<file path="config.mk">
export PLATFORM = sky130hd
export DESIGN_NAME = rmb_backoff_core
export DESIGN_NICKNAME = d
export VERILOG_FILES = /design/src/rtl/rmb_pkg.sv /design/src/rtl/rmb_backoff_core.sv
export SDC_FILE = /design/constraint.sdc
export NUM_CORES = 2
export LEC_CHECK = 0
export ABC_CLOCK_PERIOD_IN_PS = 25000
export BUFFER_PORTS_ARGS = -buffer_cell sky130_fd_sc_hd__buf_2
export CAP_MARGIN = 10
export CORE_MARGIN = 3
export CORE_UTILIZATION = 40
export CTS_BUF_LIST = sky130_fd_sc_hd__clkbuf_8
export DETAILED_ROUTE_END_ITERATION = 6
export PLACE_DENSITY = 0.65
export SYNTH_ARGS = -nofsm -noshare
export SYNTH_HDL_FRONTEND = slang
export SYNTH_SLANG_ARGS = --single-unit
</file>
<file path="constraint.sdc">
create_clock -name clk -period 25 [get_ports clk]
set_clock_uncertainty 0.15 [all_clocks]
set_input_delay 5 -clock clk [delete_from_list [all_inputs] [get_ports clk]]
set_output_delay 5 -clock clk [all_outputs]
set_load 0.1 [all_outputs]
</file>
<file path="src/rtl/rmb_pkg.sv">
// Purpose: shared constants for the radio mac backoff timing core
// Assumes: all byte counts are airtime in byte-transmission units
// Notes:   ranges are inclusive, values outside are clamped in the core
package rmb_pkg;

    // widths of the configuration fields
    localparam int BYTE_W      = 14;   // byte-count fields, up to 16000
    localparam int MULT_W      = 4;    // random multiplier maximum
    localparam int SLOTN_W     = 4;    // slot counts, handicap and slot cap
    localparam int PCT_W       = 7;    // probability in percent
    localparam int SEQ_W       = 4;    // retransmission sequence number
    localparam int PER_W       = 16;   // clock cycles per transmitted byte
    localparam int TIME_W      = 40;   // delays in clock cycles

    // retransmission timeout limits and defaults
    localparam logic [13:0] FIX_MIN     = 14'h000A;  // 10 bytes
    localparam logic [13:0] FIX_MAX     = 14'h2710;  // 10000 bytes
    localparam logic [13:0] FIX_DEF     = 14'h015E;  // 350 bytes
    localparam logic [13:0] VAR_MIN     = 14'h000A;  // 10 bytes
    localparam logic [13:0] VAR_MAX     = 14'h2710;  // 10000 bytes
    localparam logic [13:0] VAR_DEF     = 14'h015E;  // 350 bytes
    localparam logic [3:0]  MULT_MAX    = 4'hF;      // 15
    localparam logic [3:0]  MULT_DEF    = 4'h4;      // 4

    // busy channel access limits and defaults
    localparam logic [13:0] TXD_MAX     = 14'h3E80;  // 16000 bytes
    localparam logic [13:0] TXD_DEF     = 14'h0000;  // off
    localparam logic [7:0]  SLOT_MAX    = 8'hFA;     // 250 bytes
    localparam logic [7:0]  SLOT_DEF    = 8'h00;     // shortest frame
    localparam logic [3:0]  SLOTS_MAX   = 4'hC;      // 12 slots
    localparam logic [3:0]  SLOTS_RX_DEF = 4'h4;     // after reception
    localparam logic [3:0]  SLOTS_TX_DEF = 4'h6;     // after transmission
    localparam logic [3:0]  HCAP_MAX    = 4'h7;      // 7
    localparam logic [3:0]  HCAP_DEF    = 4'h0;      // 0
    localparam logic [3:0]  SLOT_CAP    = 4'hE;      // 14 slots at most

    // collision prevention limits and defaults
    localparam logic [6:0]  PCT_MAX     = 7'h64;     // 100 percent
    localparam logic [6:0]  PCT_DEF     = 7'h00;     // off
    localparam logic [13:0] CPD_MIN     = 14'h0001;  // 1 byte
    localparam logic [13:0] CPD_MAX     = 14'h3E80;  // 16000 bytes
    localparam logic [13:0] CPD_DEF     = 14'h000A;  // 10 bytes

    // reset value of the random generator, any nonzero value works
    localparam logic [31:0] LFSR_SEED   = 32'hACE1_2468;
    localparam logic [31:0] LFSR_TAPS   = 32'h8020_0003;

    // previous channel event that selects the slot-count range
    typedef enum logic [0:0] {
        RMB_EV_RX = 1'b0,
        RMB_EV_TX = 1'b1
    } rmb_event_t;

endpackage

</file>
<file path="src/rtl/rmb_backoff_core.sv">
// Purpose: retransmission timeout and channel access delay timing core
// Assumes: one clock, frame logic and busy detector on the same clock
// Notes:
// Notes on behaviour
// - retransmission timeouts are computed only with ack on and retries above zero
// - timeout is fixed part plus random 0..max times variable part plus progressive
// - progressive term is fixed times (sequence minus one), zero when off
// - fixed part clamped 10..10000 bytes, always included, as airtime
// - variable part clamped 10..10000 bytes, airtime times random multiplier
// - maximum random multiplier clamped to 0..15
// - busy extra delay up to 16000 bytes added only on a busy channel
// - slot length up to 250 bytes, zero means shortest frame
// - after data reception draw slot count from 0..slots_after_rx
// - after own data transmission draw slot count from 0..slots_after_tx
// - acknowledgement frames never change the remembered previous event
// - slot handicap 0..7 is always added to the random slot count
// - handicap plus random slot count saturates at 14
// - on a free channel apply collision delay with given percent probability
// - collision delay 1..16000 bytes replaces the zero free-channel period
// - on a busy channel the collision delay is ignored
`timescale 1ns/1ps

module rmb_backoff_core
    import rmb_pkg::*;
#(
    parameter int MIN_FRAME_BYTES = 16    // bytes of the shortest frame
)
(
    input  wire logic                 clk,               // 25 MHz clock
    input  wire logic                 rst,               // async reset, high
    input  wire logic [PER_W-1:0]     byte_period,       // cycles per byte
    input  wire logic                 ack_enable,        // ack on
    input  wire logic [3:0]           retry_count,       // configured retries
    input  wire logic                 progressive_en,    // progressivity on
    input  wire logic [BYTE_W-1:0]    fixed_wait_part,   // fixed part, bytes
    input  wire logic [BYTE_W-1:0]    random_wait_unit,  // variable part, bytes
    input  wire logic [MULT_W-1:0]    max_random_multiplier, // multiplier max
    input  wire logic [BYTE_W-1:0]    busy_extra_bytes,  // busy extra delay
    input  wire logic [7:0]           slot_bytes,        // slot length
    input  wire logic [SLOTN_W-1:0]   slots_after_rx,    // range after rx
    input  wire logic [SLOTN_W-1:0]   slots_after_tx,    // range after tx
    input  wire logic [SLOTN_W-1:0]   slot_handicap,     // fixed handicap
    input  wire logic [PCT_W-1:0]     prevent_percent,   // probability
    input  wire logic [BYTE_W-1:0]    prevent_bytes,     // collision delay
    input  wire logic                 rx_frame_done,     // frame received
    input  wire logic                 tx_frame_done,     // frame sent
    input  wire logic                 frame_is_ack,      // done frame is ack
    input  wire logic                 timeout_req,       // start timeout
    input  wire logic [SEQ_W-1:0]     retry_sequence_number, // 0 = first
    input  wire logic                 timeout_cancel,    // ack arrived
    input  wire logic                 access_req,        // start access wait
    input  wire logic                 channel_busy,      // channel busy now
    output logic [TIME_W-1:0]         retry_timeout,     // computed cycles
    output logic                      timeout_valid,     // value pulse
    output logic                      timeout_running,   // counting
    output logic                      timeout_expired,   // expiry pulse
    output logic [TIME_W-1:0]         access_delay,      // computed cycles
    output logic                      access_valid,      // value pulse
    output logic                      access_running,    // counting
    output logic                      access_grant,      // may transmit
    output logic                      last_event_tx      // previous event tx
);

    // the slot length for zero must fit the slot field
    if (MIN_FRAME_BYTES < 1 || MIN_FRAME_BYTES > 255)
    begin : g_chk
        $error("MIN_FRAME_BYTES must lie in 1..255");
    end

    // byte count times period times multiplier must fit the delay width
    if (TIME_W < BYTE_W + PER_W + 5)
    begin : g_wchk
        $error("TIME_W too narrow for the delay products");
    end

    localparam logic [7:0] MIN_FRAME = 8'(MIN_FRAME_BYTES);

    // uniform draw over 0..max from 16 random bits, by multiply-high
    function automatic logic [4:0] draw(input logic [15:0] r,
                                        input logic [4:0]  max);
        logic [20:0] p;
        p = 21'(r) * 21'({1'b0, max} + 6'h01);
        return p[20:16];
    endfunction

    // uniform draw over 0..99 for the percentage test
    function automatic logic [6:0] draw7(input logic [15:0] r);
        logic [22:0] p;
        p = 23'(r) * 23'(PCT_MAX);
        return p[22:16];
    endfunction

    // saturate a small count field at its upper limit
    function automatic logic [3:0] sat4(input logic [3:0] v, input logic [3:0] hi);
        return (v > hi) ? hi : v;
    endfunction

    // clamp helper for byte counts
    function automatic logic [BYTE_W-1:0] clamp(input logic [BYTE_W-1:0] v,
                                                input logic [BYTE_W-1:0] lo,
                                                input logic [BYTE_W-1:0] hi);
        logic [BYTE_W-1:0] r;
        r = v;
        if (v < lo)
            r = lo;
        else if (v > hi)
            r = hi;
        return r;
    endfunction

    // generator and previous event
    logic [31:0]       lfsr_q;
    logic [31:0]       lfsr_d;
    rmb_event_t        last_ev_q;
    rmb_event_t        last_ev_d;

    // timeout countdown state
    logic [TIME_W-1:0] rto_q;
    logic [TIME_W-1:0] rto_d;
    logic              rto_v_q;
    logic [TIME_W-1:0] rto_cnt_q;
    logic [TIME_W-1:0] rto_cnt_d;
    logic              rto_run_q;
    logic              rto_run_d;
    logic              rto_exp_q;
    logic              rto_exp_d;

    // access countdown state
    logic [TIME_W-1:0] acc_q;
    logic [TIME_W-1:0] acc_d;
    logic              acc_v_q;
    logic [TIME_W-1:0] acc_cnt_q;
    logic [TIME_W-1:0] acc_cnt_d;
    logic              acc_run_q;
    logic              acc_run_d;
    logic              acc_gnt_q;
    logic              acc_gnt_d;

    // free running generator, steps every cycle so draws decorrelate
    assign lfsr_d = lfsr_q[0] ? ((lfsr_q >> 1) ^ LFSR_TAPS)
                              : (lfsr_q >> 1);

    // random fields for the draws; rnd_mult and rnd_slot are disjoint, rnd_pct reuses bits of both
    wire [15:0] rnd_mult = lfsr_q[15:0];
    wire [15:0] rnd_slot = lfsr_q[31:16];
    wire [15:0] rnd_pct  = {lfsr_q[7:0], lfsr_q[31:24]};

    // clamped configuration
    // clamping rather than refusing keeps a bad setting from stalling the mac
    wire [BYTE_W-1:0] fix_b  =
        clamp(fixed_wait_part, FIX_MIN, FIX_MAX);
    wire [BYTE_W-1:0] var_b  =
        clamp(random_wait_unit, VAR_MIN, VAR_MAX);
    wire [BYTE_W-1:0] txd_b  =
        clamp(busy_extra_bytes, TXD_DEF, TXD_MAX);
    wire [BYTE_W-1:0] cpd_b  =
        clamp(prevent_bytes, CPD_MIN, CPD_MAX);
    wire [MULT_W-1:0] mult_m = sat4(max_random_multiplier, MULT_MAX);
    wire [SLOTN_W-1:0] srx_m = sat4(slots_after_rx, SLOTS_MAX);
    wire [SLOTN_W-1:0] stx_m = sat4(slots_after_tx, SLOTS_MAX);
    wire [SLOTN_W-1:0] hc_m  = sat4(slot_handicap, HCAP_MAX);
    wire [PCT_W-1:0]   pct_m = (prevent_percent > PCT_MAX) ? PCT_MAX : prevent_percent;
    wire [7:0]         sl_c  = (slot_bytes > SLOT_MAX) ? SLOT_MAX : slot_bytes;
    wire [7:0]         sl_b  = (sl_c == SLOT_DEF) ? MIN_FRAME : sl_c;

    // byte counts to cycles; period multiplies every figure alike
    wire [TIME_W-1:0] fix_cyc = TIME_W'(fix_b) * TIME_W'(byte_period);
    wire [TIME_W-1:0] var_cyc = TIME_W'(var_b) * TIME_W'(byte_period);
    wire [TIME_W-1:0] txd_cyc = TIME_W'(txd_b) * TIME_W'(byte_period);
    wire [TIME_W-1:0] cpd_cyc = TIME_W'(cpd_b) * TIME_W'(byte_period);
    wire [TIME_W-1:0] sl_cyc  = TIME_W'(sl_b) * TIME_W'(byte_period);

    // retransmission timeout formula
    // the first send has sequence zero, so its progressive term stays zero
    wire              rto_en   = ack_enable && (retry_count != 4'h0);
    wire [4:0]        mult_r   = draw(rnd_mult, {1'b0, mult_m});
    wire [SEQ_W-1:0]  seq_m1   = (retry_sequence_number == '0) ? '0
                                 : retry_sequence_number - SEQ_W'(1);
    wire [TIME_W-1:0] prog_cyc = progressive_en ? fix_cyc * TIME_W'(seq_m1)
                                                : '0;
    wire [TIME_W-1:0] rto_calc = fix_cyc + var_cyc * TIME_W'(mult_r)
                                 + prog_cyc;
    wire              rto_take = timeout_req && rto_en;

    // slotted access: range chosen by the previous data event
    wire [4:0]        srange   = (last_ev_q == RMB_EV_TX) ? {1'b0, stx_m}
                                                          : {1'b0, srx_m};
    wire [4:0]        slot_r   = draw(rnd_slot, srange);
    wire [4:0]        slot_sum = slot_r + {1'b0, hc_m};
    wire [4:0]        slot_n   = (slot_sum > {1'b0, SLOT_CAP}) ? {1'b0, SLOT_CAP}
                                                               : slot_sum;
    wire [TIME_W-1:0] busy_cyc = sl_cyc * TIME_W'(slot_n)
                                 + txd_cyc;

    // free channel: delay only when the percentage draw hits
    wire [6:0]        pct_r    = draw7(rnd_pct);
    wire              cp_hit   = (pct_m != PCT_DEF) && (pct_r < pct_m);
    wire [TIME_W-1:0] free_cyc = cp_hit ? cpd_cyc : '0;
    wire [TIME_W-1:0] acc_calc = channel_busy ? busy_cyc : free_cyc;

    // remember the last data frame event; acks leave it unchanged
    // own transmission wins when both frames end in one cycle
    always_comb
    begin
        last_ev_d = last_ev_q;
        if (tx_frame_done && !frame_is_ack)
            last_ev_d = RMB_EV_TX;
        else if (rx_frame_done && !frame_is_ack)
            last_ev_d = RMB_EV_RX;
    end

    // timeout countdown; a new request restarts it, cancel stops it
    // a request beside a cancel wins, since a fresh frame needs its timer
    always_comb
    begin
        rto_d     = rto_q;
        rto_cnt_d = rto_cnt_q;
        rto_run_d = rto_run_q;
        rto_exp_d = 1'b0;
        if (rto_take)
        begin
            rto_d     = rto_calc;
            rto_cnt_d = rto_calc;
            rto_run_d = 1'b1;
        end
        else if (timeout_cancel)
        begin
            rto_run_d = 1'b0;
        end
        else if (rto_run_q)
        begin
            if (rto_cnt_q <= TIME_W'(1))
            begin
                rto_run_d = 1'b0;
                rto_exp_d = 1'b1;
                rto_cnt_d = '0;
            end
            else
            begin
                rto_cnt_d = rto_cnt_q - TIME_W'(1);
            end
        end
    end

    // access countdown; a zero delay grants on the next cycle at once
    // a new request restarts the wait, so a stale count never grants
    always_comb
    begin
        acc_d     = acc_q;
        acc_cnt_d = acc_cnt_q;
        acc_run_d = acc_run_q;
        acc_gnt_d = 1'b0;
        if (access_req)
        begin
            acc_d     = acc_calc;
            acc_cnt_d = acc_calc;
            acc_run_d = (acc_calc != '0);
            acc_gnt_d = (acc_calc == '0);
        end
        else if (acc_run_q)
        begin
            if (acc_cnt_q <= TIME_W'(1))
            begin
                acc_run_d = 1'b0;
                acc_gnt_d = 1'b1;
                acc_cnt_d = '0;
            end
            else
            begin
                acc_cnt_d = acc_cnt_q - TIME_W'(1);
            end
        end
    end

    // generator and event memory
    // the seed is nonzero so the shift register never locks at zero
    always_ff @(posedge clk or posedge rst)
    begin
        if (rst)
        begin
            lfsr_q    <= LFSR_SEED;
            last_ev_q <= RMB_EV_RX;
        end
        else
        begin
            lfsr_q    <= lfsr_d;
            last_ev_q <= last_ev_d;
        end
    end

    // timeout registers
    always_ff @(posedge clk or posedge rst)
    begin
        if (rst)
        begin
            rto_q     <= '0;
            rto_v_q   <= 1'b0;
            rto_cnt_q <= '0;
            rto_run_q <= 1'b0;
            rto_exp_q <= 1'b0;
        end
        else
        begin
            rto_q     <= rto_d;
            rto_v_q   <= rto_take;
            rto_cnt_q <= rto_cnt_d;
            rto_run_q <= rto_run_d;
            rto_exp_q <= rto_exp_d;
        end
    end

    // access registers
    always_ff @(posedge clk or posedge rst)
    begin
        if (rst)
        begin
            acc_q     <= '0;
            acc_v_q   <= 1'b0;
            acc_cnt_q <= '0;
            acc_run_q <= 1'b0;
            acc_gnt_q <= 1'b0;
        end
        else
        begin
            acc_q     <= acc_d;
            acc_v_q   <= access_req;
            acc_cnt_q <= acc_cnt_d;
            acc_run_q <= acc_run_d;
            acc_gnt_q <= acc_gnt_d;
        end
    end

    // outputs straight from flip-flops
    assign retry_timeout   = rto_q;
    assign timeout_valid   = rto_v_q;
    assign timeout_running = rto_run_q;
    assign timeout_expired = rto_exp_q;
    assign access_delay    = acc_q;
    assign access_valid    = acc_v_q;
    assign access_running  = acc_run_q;
    assign access_grant    = acc_gnt_q;
    assign last_event_tx   = (last_ev_q == RMB_EV_TX);

endmodule

</file>
==> report_table.html <==
<table>
<tr><th>Metric</th><th>Value</th></tr>
<tr><th colspan="2">Run status</th></tr>
<tr><td>Run status</td><td>finished clean</td></tr>
<tr><th colspan="2">Setup path</th></tr>
<tr><td>Type of origin of the critical path</td><td>input pin</td></tr>
<tr><td>Reg-to-Reg Start</td><td>last_event_tx</td></tr>
<tr><td>Required time of the critical path</td><td>25380 ps</td></tr>
<tr><td>CP max FO</td><td>19</td></tr>
<tr><td>Cell depth of the worst flop-to-flop path</td><td>52</td></tr>
<tr><td>Critical-path cell with the highest stage delay</td><td>sky130_fd_sc_hd__o21ai_1</td></tr>
<tr><td>Worst setup path endpoint</td><td>retry_timeout[34]</td></tr>
<tr><td>Worst setup path start</td><td>fixed_wait_part[12]</td></tr>
<tr><td>Type of destination of the critical path</td><td>flip-flop</td></tr>
<tr><td>Worst EP arrival</td><td>19480 ps</td></tr>
<tr><td>FF-to-FF End</td><td>access_grant</td></tr>
<tr><td>R2R Setup Slk</td><td>11230 ps</td></tr>
<tr><td>Critical path start-end classification</td><td>input pin to flip-flop</td></tr>
<tr><td>Largest stage delay on the critical path</td><td>820 ps</td></tr>
<tr><th colspan="2">Drt</th></tr>
<tr><td>Final routed wire length divided by cell count</td><td>17.5 um</td></tr>
<tr><td>Number of violations reported at the end of detailed-routing iteration 0</td><td>3292</td></tr>
<tr><td>DRT Pass-1 Iters</td><td>5</td></tr>
<tr><td>Total number of vias</td><td>49.2k</td></tr>
<tr><td>Routed vias/inst</td><td>5.26</td></tr>
<tr><td>Antenna-violating nets left</td><td>0</td></tr>
<tr><td>Remaining routing DRC violations</td><td>0</td></tr>
<tr><td>Wire length reported by the detailed router</td><td>164 mm</td></tr>
<tr><th colspan="2">Layout</th></tr>
<tr><td>Net count, final</td><td>9222</td></tr>
<tr><td>Post-synthesis to final-layout area growth</td><td>5.42%</td></tr>
<tr><td>Fraction of layout instances using a drive strength above 1</td><td>5.21%</td></tr>
<tr><th colspan="2">Yosys</th></tr>
<tr><td>Number of synthesized flops with an enable pin</td><td>0</td></tr>
<tr><td>Flops &amp; latches, synth</td><td>187</td></tr>
<tr><td>Number of warnings issued by yosys</td><td>0</td></tr>
<tr><td>Share of cell area taken by muxes after synthesis</td><td>0.222%</td></tr>
<tr><td>Count of unique library cells instantiated by Yosys</td><td>99</td></tr>
<tr><td>Sequential share of the synthesized area</td><td>7.58%</td></tr>
<tr><td>Synth Area in Compound Gates</td><td>8.88%</td></tr>
<tr><td>Syn Std Cell Area</td><td>0.0620 mm^2</td></tr>
<tr><td>Ys async rst share</td><td>100%</td></tr>
<tr><td>Mapped Avg Cell Area</td><td>8.46 um^2</td></tr>
<tr><td>Parity-gate share of the synthesized area counting xor and xnor cells</td><td>2.73%</td></tr>
<tr><td>Area share of and/or/nand/nor cells after synthesis</td><td>19.4%</td></tr>
<tr><td>Commonest register cell after synthesis</td><td>sky130_fd_sc_hd__dfrtp_1</td></tr>
<tr><td>Combinational family with the most area after synthesis</td><td>adder cells</td></tr>
<tr><td>Adder and majority gate portion of the synthesized area</td><td>50.4%</td></tr>
<tr><td>Number of cells produced by synthesis</td><td>7322</td></tr>
<tr><th colspan="2">Global routing</th></tr>
<tr><td>Largest net degree at the start of global routing</td><td>68</td></tr>
<tr><td>Overall routing resource usage</td><td>21.2%</td></tr>
<tr><td>Wire length of the first global-routing pass</td><td>271 mm</td></tr>
<tr><td>Remaining Overflow, GRT</td><td>0</td></tr>
<tr><td>Initial antenna violation count</td><td>30</td></tr>
<tr><td>Number of global-route vias before repair</td><td>51.4k</td></tr>
<tr><th colspan="2">Placed design</th></tr>
<tr><td>Half-perimeter wire length after detailed placement</td><td>135 mm</td></tr>
<tr><td>Port Buffers</td><td>196</td></tr>
<tr><td>RePlAce Congestion</td><td>0.936</td></tr>
<tr><th colspan="2">STA</th></tr>
<tr><td>Total Neg Setup Slack</td><td>0 ps</td></tr>
<tr><td>Period minus WS final</td><td>19100 ps</td></tr>
<tr><td>Count of final hold-check violations</td><td>0</td></tr>
<tr><td>Setup repair after global routing missed its margin</td><td>false</td></tr>
<tr><td>Worst slew margin relative to its limit</td><td>22.3%</td></tr>
<tr><td>Final setup violation count</td><td>0</td></tr>
<tr><td>Number of max-slew violations in the final report</td><td>0</td></tr>
<tr><td>Slew of the pin with the lowest slew margin</td><td>1170 ps</td></tr>
<tr><td>Peak clock frequency supported by timing</td><td>0.0524 GHz</td></tr>
<tr><td>Tcrit/Tclk final</td><td>76.4%</td></tr>
<tr><th colspan="2">CTS</th></tr>
<tr><td>Clock slew at the register clock pins of the worst setup and hold paths</td><td>130 ps</td></tr>
<tr><td>Clock Root Buffer</td><td>sky130_fd_sc_hd__clkbuf_8</td></tr>
<tr><td>Setup Fix Bufs, Post-CTS</td><td>0</td></tr>
<tr><td>Post-cts repair resize count</td><td>0</td></tr>
<tr><td>CTS buffer count</td><td>17</td></tr>
<tr><td>Clock tree from TritonCTS</td><td>done</td></tr>
<tr><td>Number of H-tree levels</td><td>4</td></tr>
<tr><td>Hold-fix buffer count after cts</td><td>0</td></tr>
<tr><td>Later-pin clock latency in the skew report</td><td>630 ps</td></tr>
<tr><td>Max Buffers Root-to-Sink</td><td>2</td></tr>
<tr><td>Clock Sinks</td><td>187</td></tr>
<tr><th colspan="2">Worst hold path</th></tr>
<tr><td>Path type of the worst min-delay path</td><td>flip-flop to flip-flop</td></tr>
<tr><td>WHS Path Cells</td><td>0</td></tr>
<tr><th colspan="2">Die</th></tr>
<tr><td>Number of rows in the core area</td><td>143</td></tr>
<tr><td>Die Ht</td><td>400 um</td></tr>
<tr><td>Starting density of the core</td><td>40.5%</td></tr>
<tr><td>Die width</td><td>400 um</td></tr>
<tr><td>Core Footprint</td><td>0.153 mm^2</td></tr>
<tr><td>Die Area</td><td>0.160 mm^2</td></tr>
<tr><td>Number of top-level pins</td><td>209</td></tr>
<tr><th colspan="2">Run</th></tr>
<tr><td>Maximum Capacitance Violations</td><td>0</td></tr>
</table>
-- cell usage after synthesis, drive strengths merged (27+ instances only) --
cell | count | share of area (%)
inv | 1420 | 8.6
fa | 1160 | 37
nand2 | 1140 | 6.9
ha | 639 | 13
and2 | 358 | 3.6
nor2 | 321 | 1.9
clkbuf | 298 | 1.8
a21oi | 233 | 1.9
o21ai | 211 | 1.7
dfrtp | 174 | 7.0
nor2b | 166 | 1.7
and3 | 137 | 1.4
xnor2 | 126 | 1.8
nor3 | 99 | 0.81
a21o | 88 | 1.1
nand3 | 72 | 0.58
xor2 | 67 | 0.95
nand2b | 66 | 0.68
nor4 | 46 | 0.54
o21a | 39 | 0.47
buf | 37 | 0.36
a211oi | 30 | 0.37
a31oi | 29 | 0.29
o21bai | 29 | 0.35
or3 | 29 | 0.30
nand4 | 27 | 0.28
-- worst min-delay path by stage --
stage               startpoint          to  slack (ps)
floorplan           lfsr_q[23]  lfsr_q[22]         220
global placement    lfsr_q[23]  lfsr_q[22]         250
detailed placement  lfsr_q[23]  lfsr_q[22]         250
CTS                 lfsr_q[23]  lfsr_q[22]         270
global route        lfsr_q[23]  lfsr_q[22]         270
finish              lfsr_q[23]  lfsr_q[22]         260
-- routing by layer --
metal	global-route usage [%]	share of wire, %	vias up
met5	0	0.027	-
met4	6.80	2.9	6
met2	34.5	47	1389
met3	2.85	5.9	219
li1	-	-	22700
met1	29.2	44	25000
-- worst max-delay path: cells and delay by family --
| kind | cells | cell delay, ps |
|---|---|---|
| muxes | 1 | 260 |
| adders and majority gates | 15 | 6500 |
| buffers and inverters | 11 | 580 |
| xor gates and xnor gates | 2 | 490 |
| AOI/OAI and AO/OA | 14 | 3810 |
| and+or+nand+nor | 10 | 2800 |
-- logic make-up (layout without fill, tap and decap cells) --
| group | after synthesis | count (layout) |
|---|---|---|
| mux | 13 | 13 |
| simple gates | 2520 | 2520 |
| other cells | 2 | 58 |
| xor+xnor | 193 | 193 |
| fa+ha+maj | 1799 | 1799 |
| flops | 187 | 187 |
| compound gates | 851 | 851 |
| buf+inv | 1757 | 1714 |
-- stage by stage --
step                util (%)  setup slack (ps)  hold WS, ps  instances  cell area, um^2
floorplan                  -              7270          221       7357            62100
global placement        42.4              5580          248       9310            64800
detailed placement      42.4              5420          245       9310            64800
CTS                     42.7              6090          266       9342            65300
global route            42.7              5050          271       9358            65300
finish                  42.7              5900          262       9365            65300
-- flip-flops by register name, indices dropped and copies added (netlist names) --
name	count
access_grant	1
timeout_valid	1
timeout_running	1
acc_cnt_q	40
access_delay	31
last_event_tx	1
retry_timeout	37
access_running	1
lfsr_q	32
timeout_expired	1
rto_cnt_q	40
access_valid	1
-- layout by cell type, fill, tap and decap left out, types with 41 or more instances in the layout --
master	synthesis	final
sky130_fd_sc_hd__inv_1	1420	1419
sky130_fd_sc_hd__fa_1	1160	1160
sky130_fd_sc_hd__nand2_1	1138	1138
sky130_fd_sc_hd__ha_1	639	639
sky130_fd_sc_hd__and2_1	347	347
sky130_fd_sc_hd__nor2_1	321	319
sky130_fd_sc_hd__a21oi_1	233	233
sky130_fd_sc_hd__buf_2	17	196
sky130_fd_sc_hd__o21ai_0	193	193
sky130_fd_sc_hd__dfrtp_1	174	174
sky130_fd_sc_hd__nor2b_1	166	164
sky130_fd_sc_hd__and3_1	137	137
sky130_fd_sc_hd__xnor2_1	126	126
sky130_fd_sc_hd__nor3_1	98	97
sky130_fd_sc_hd__a21o_1	88	88
sky130_fd_sc_hd__nand3_1	72	71
sky130_fd_sc_hd__nand2b_1	65	65
sky130_fd_sc_hd__xor2_1	67	64
sky130_fd_sc_hd__buf_4	12	64
sky130_fd_sc_hd__nor4_1	41	41
-- cell type report --
| type | instances | area [um^2] |
|---|---|---|
| Timing Repair Buffer | 260 | 1460 |
| Antenna cell | 21 | 52.6 |
| Inverter | 1422 | 5350 |
| Clock buffer | 17 | 234 |
| Multi-Input combinational cell | 5413 | 50800 |
| Fill cell | 15200 | 87600 |
| Clock inverter | 15 | 206 |
| Tap cell | 2030 | 2540 |
| Sequential cell | 187 | 4700 |
Power is left out: the tool's default activity adds up to more than one toggle a clock period on the data nets, which glitch-free logic cannot reach.
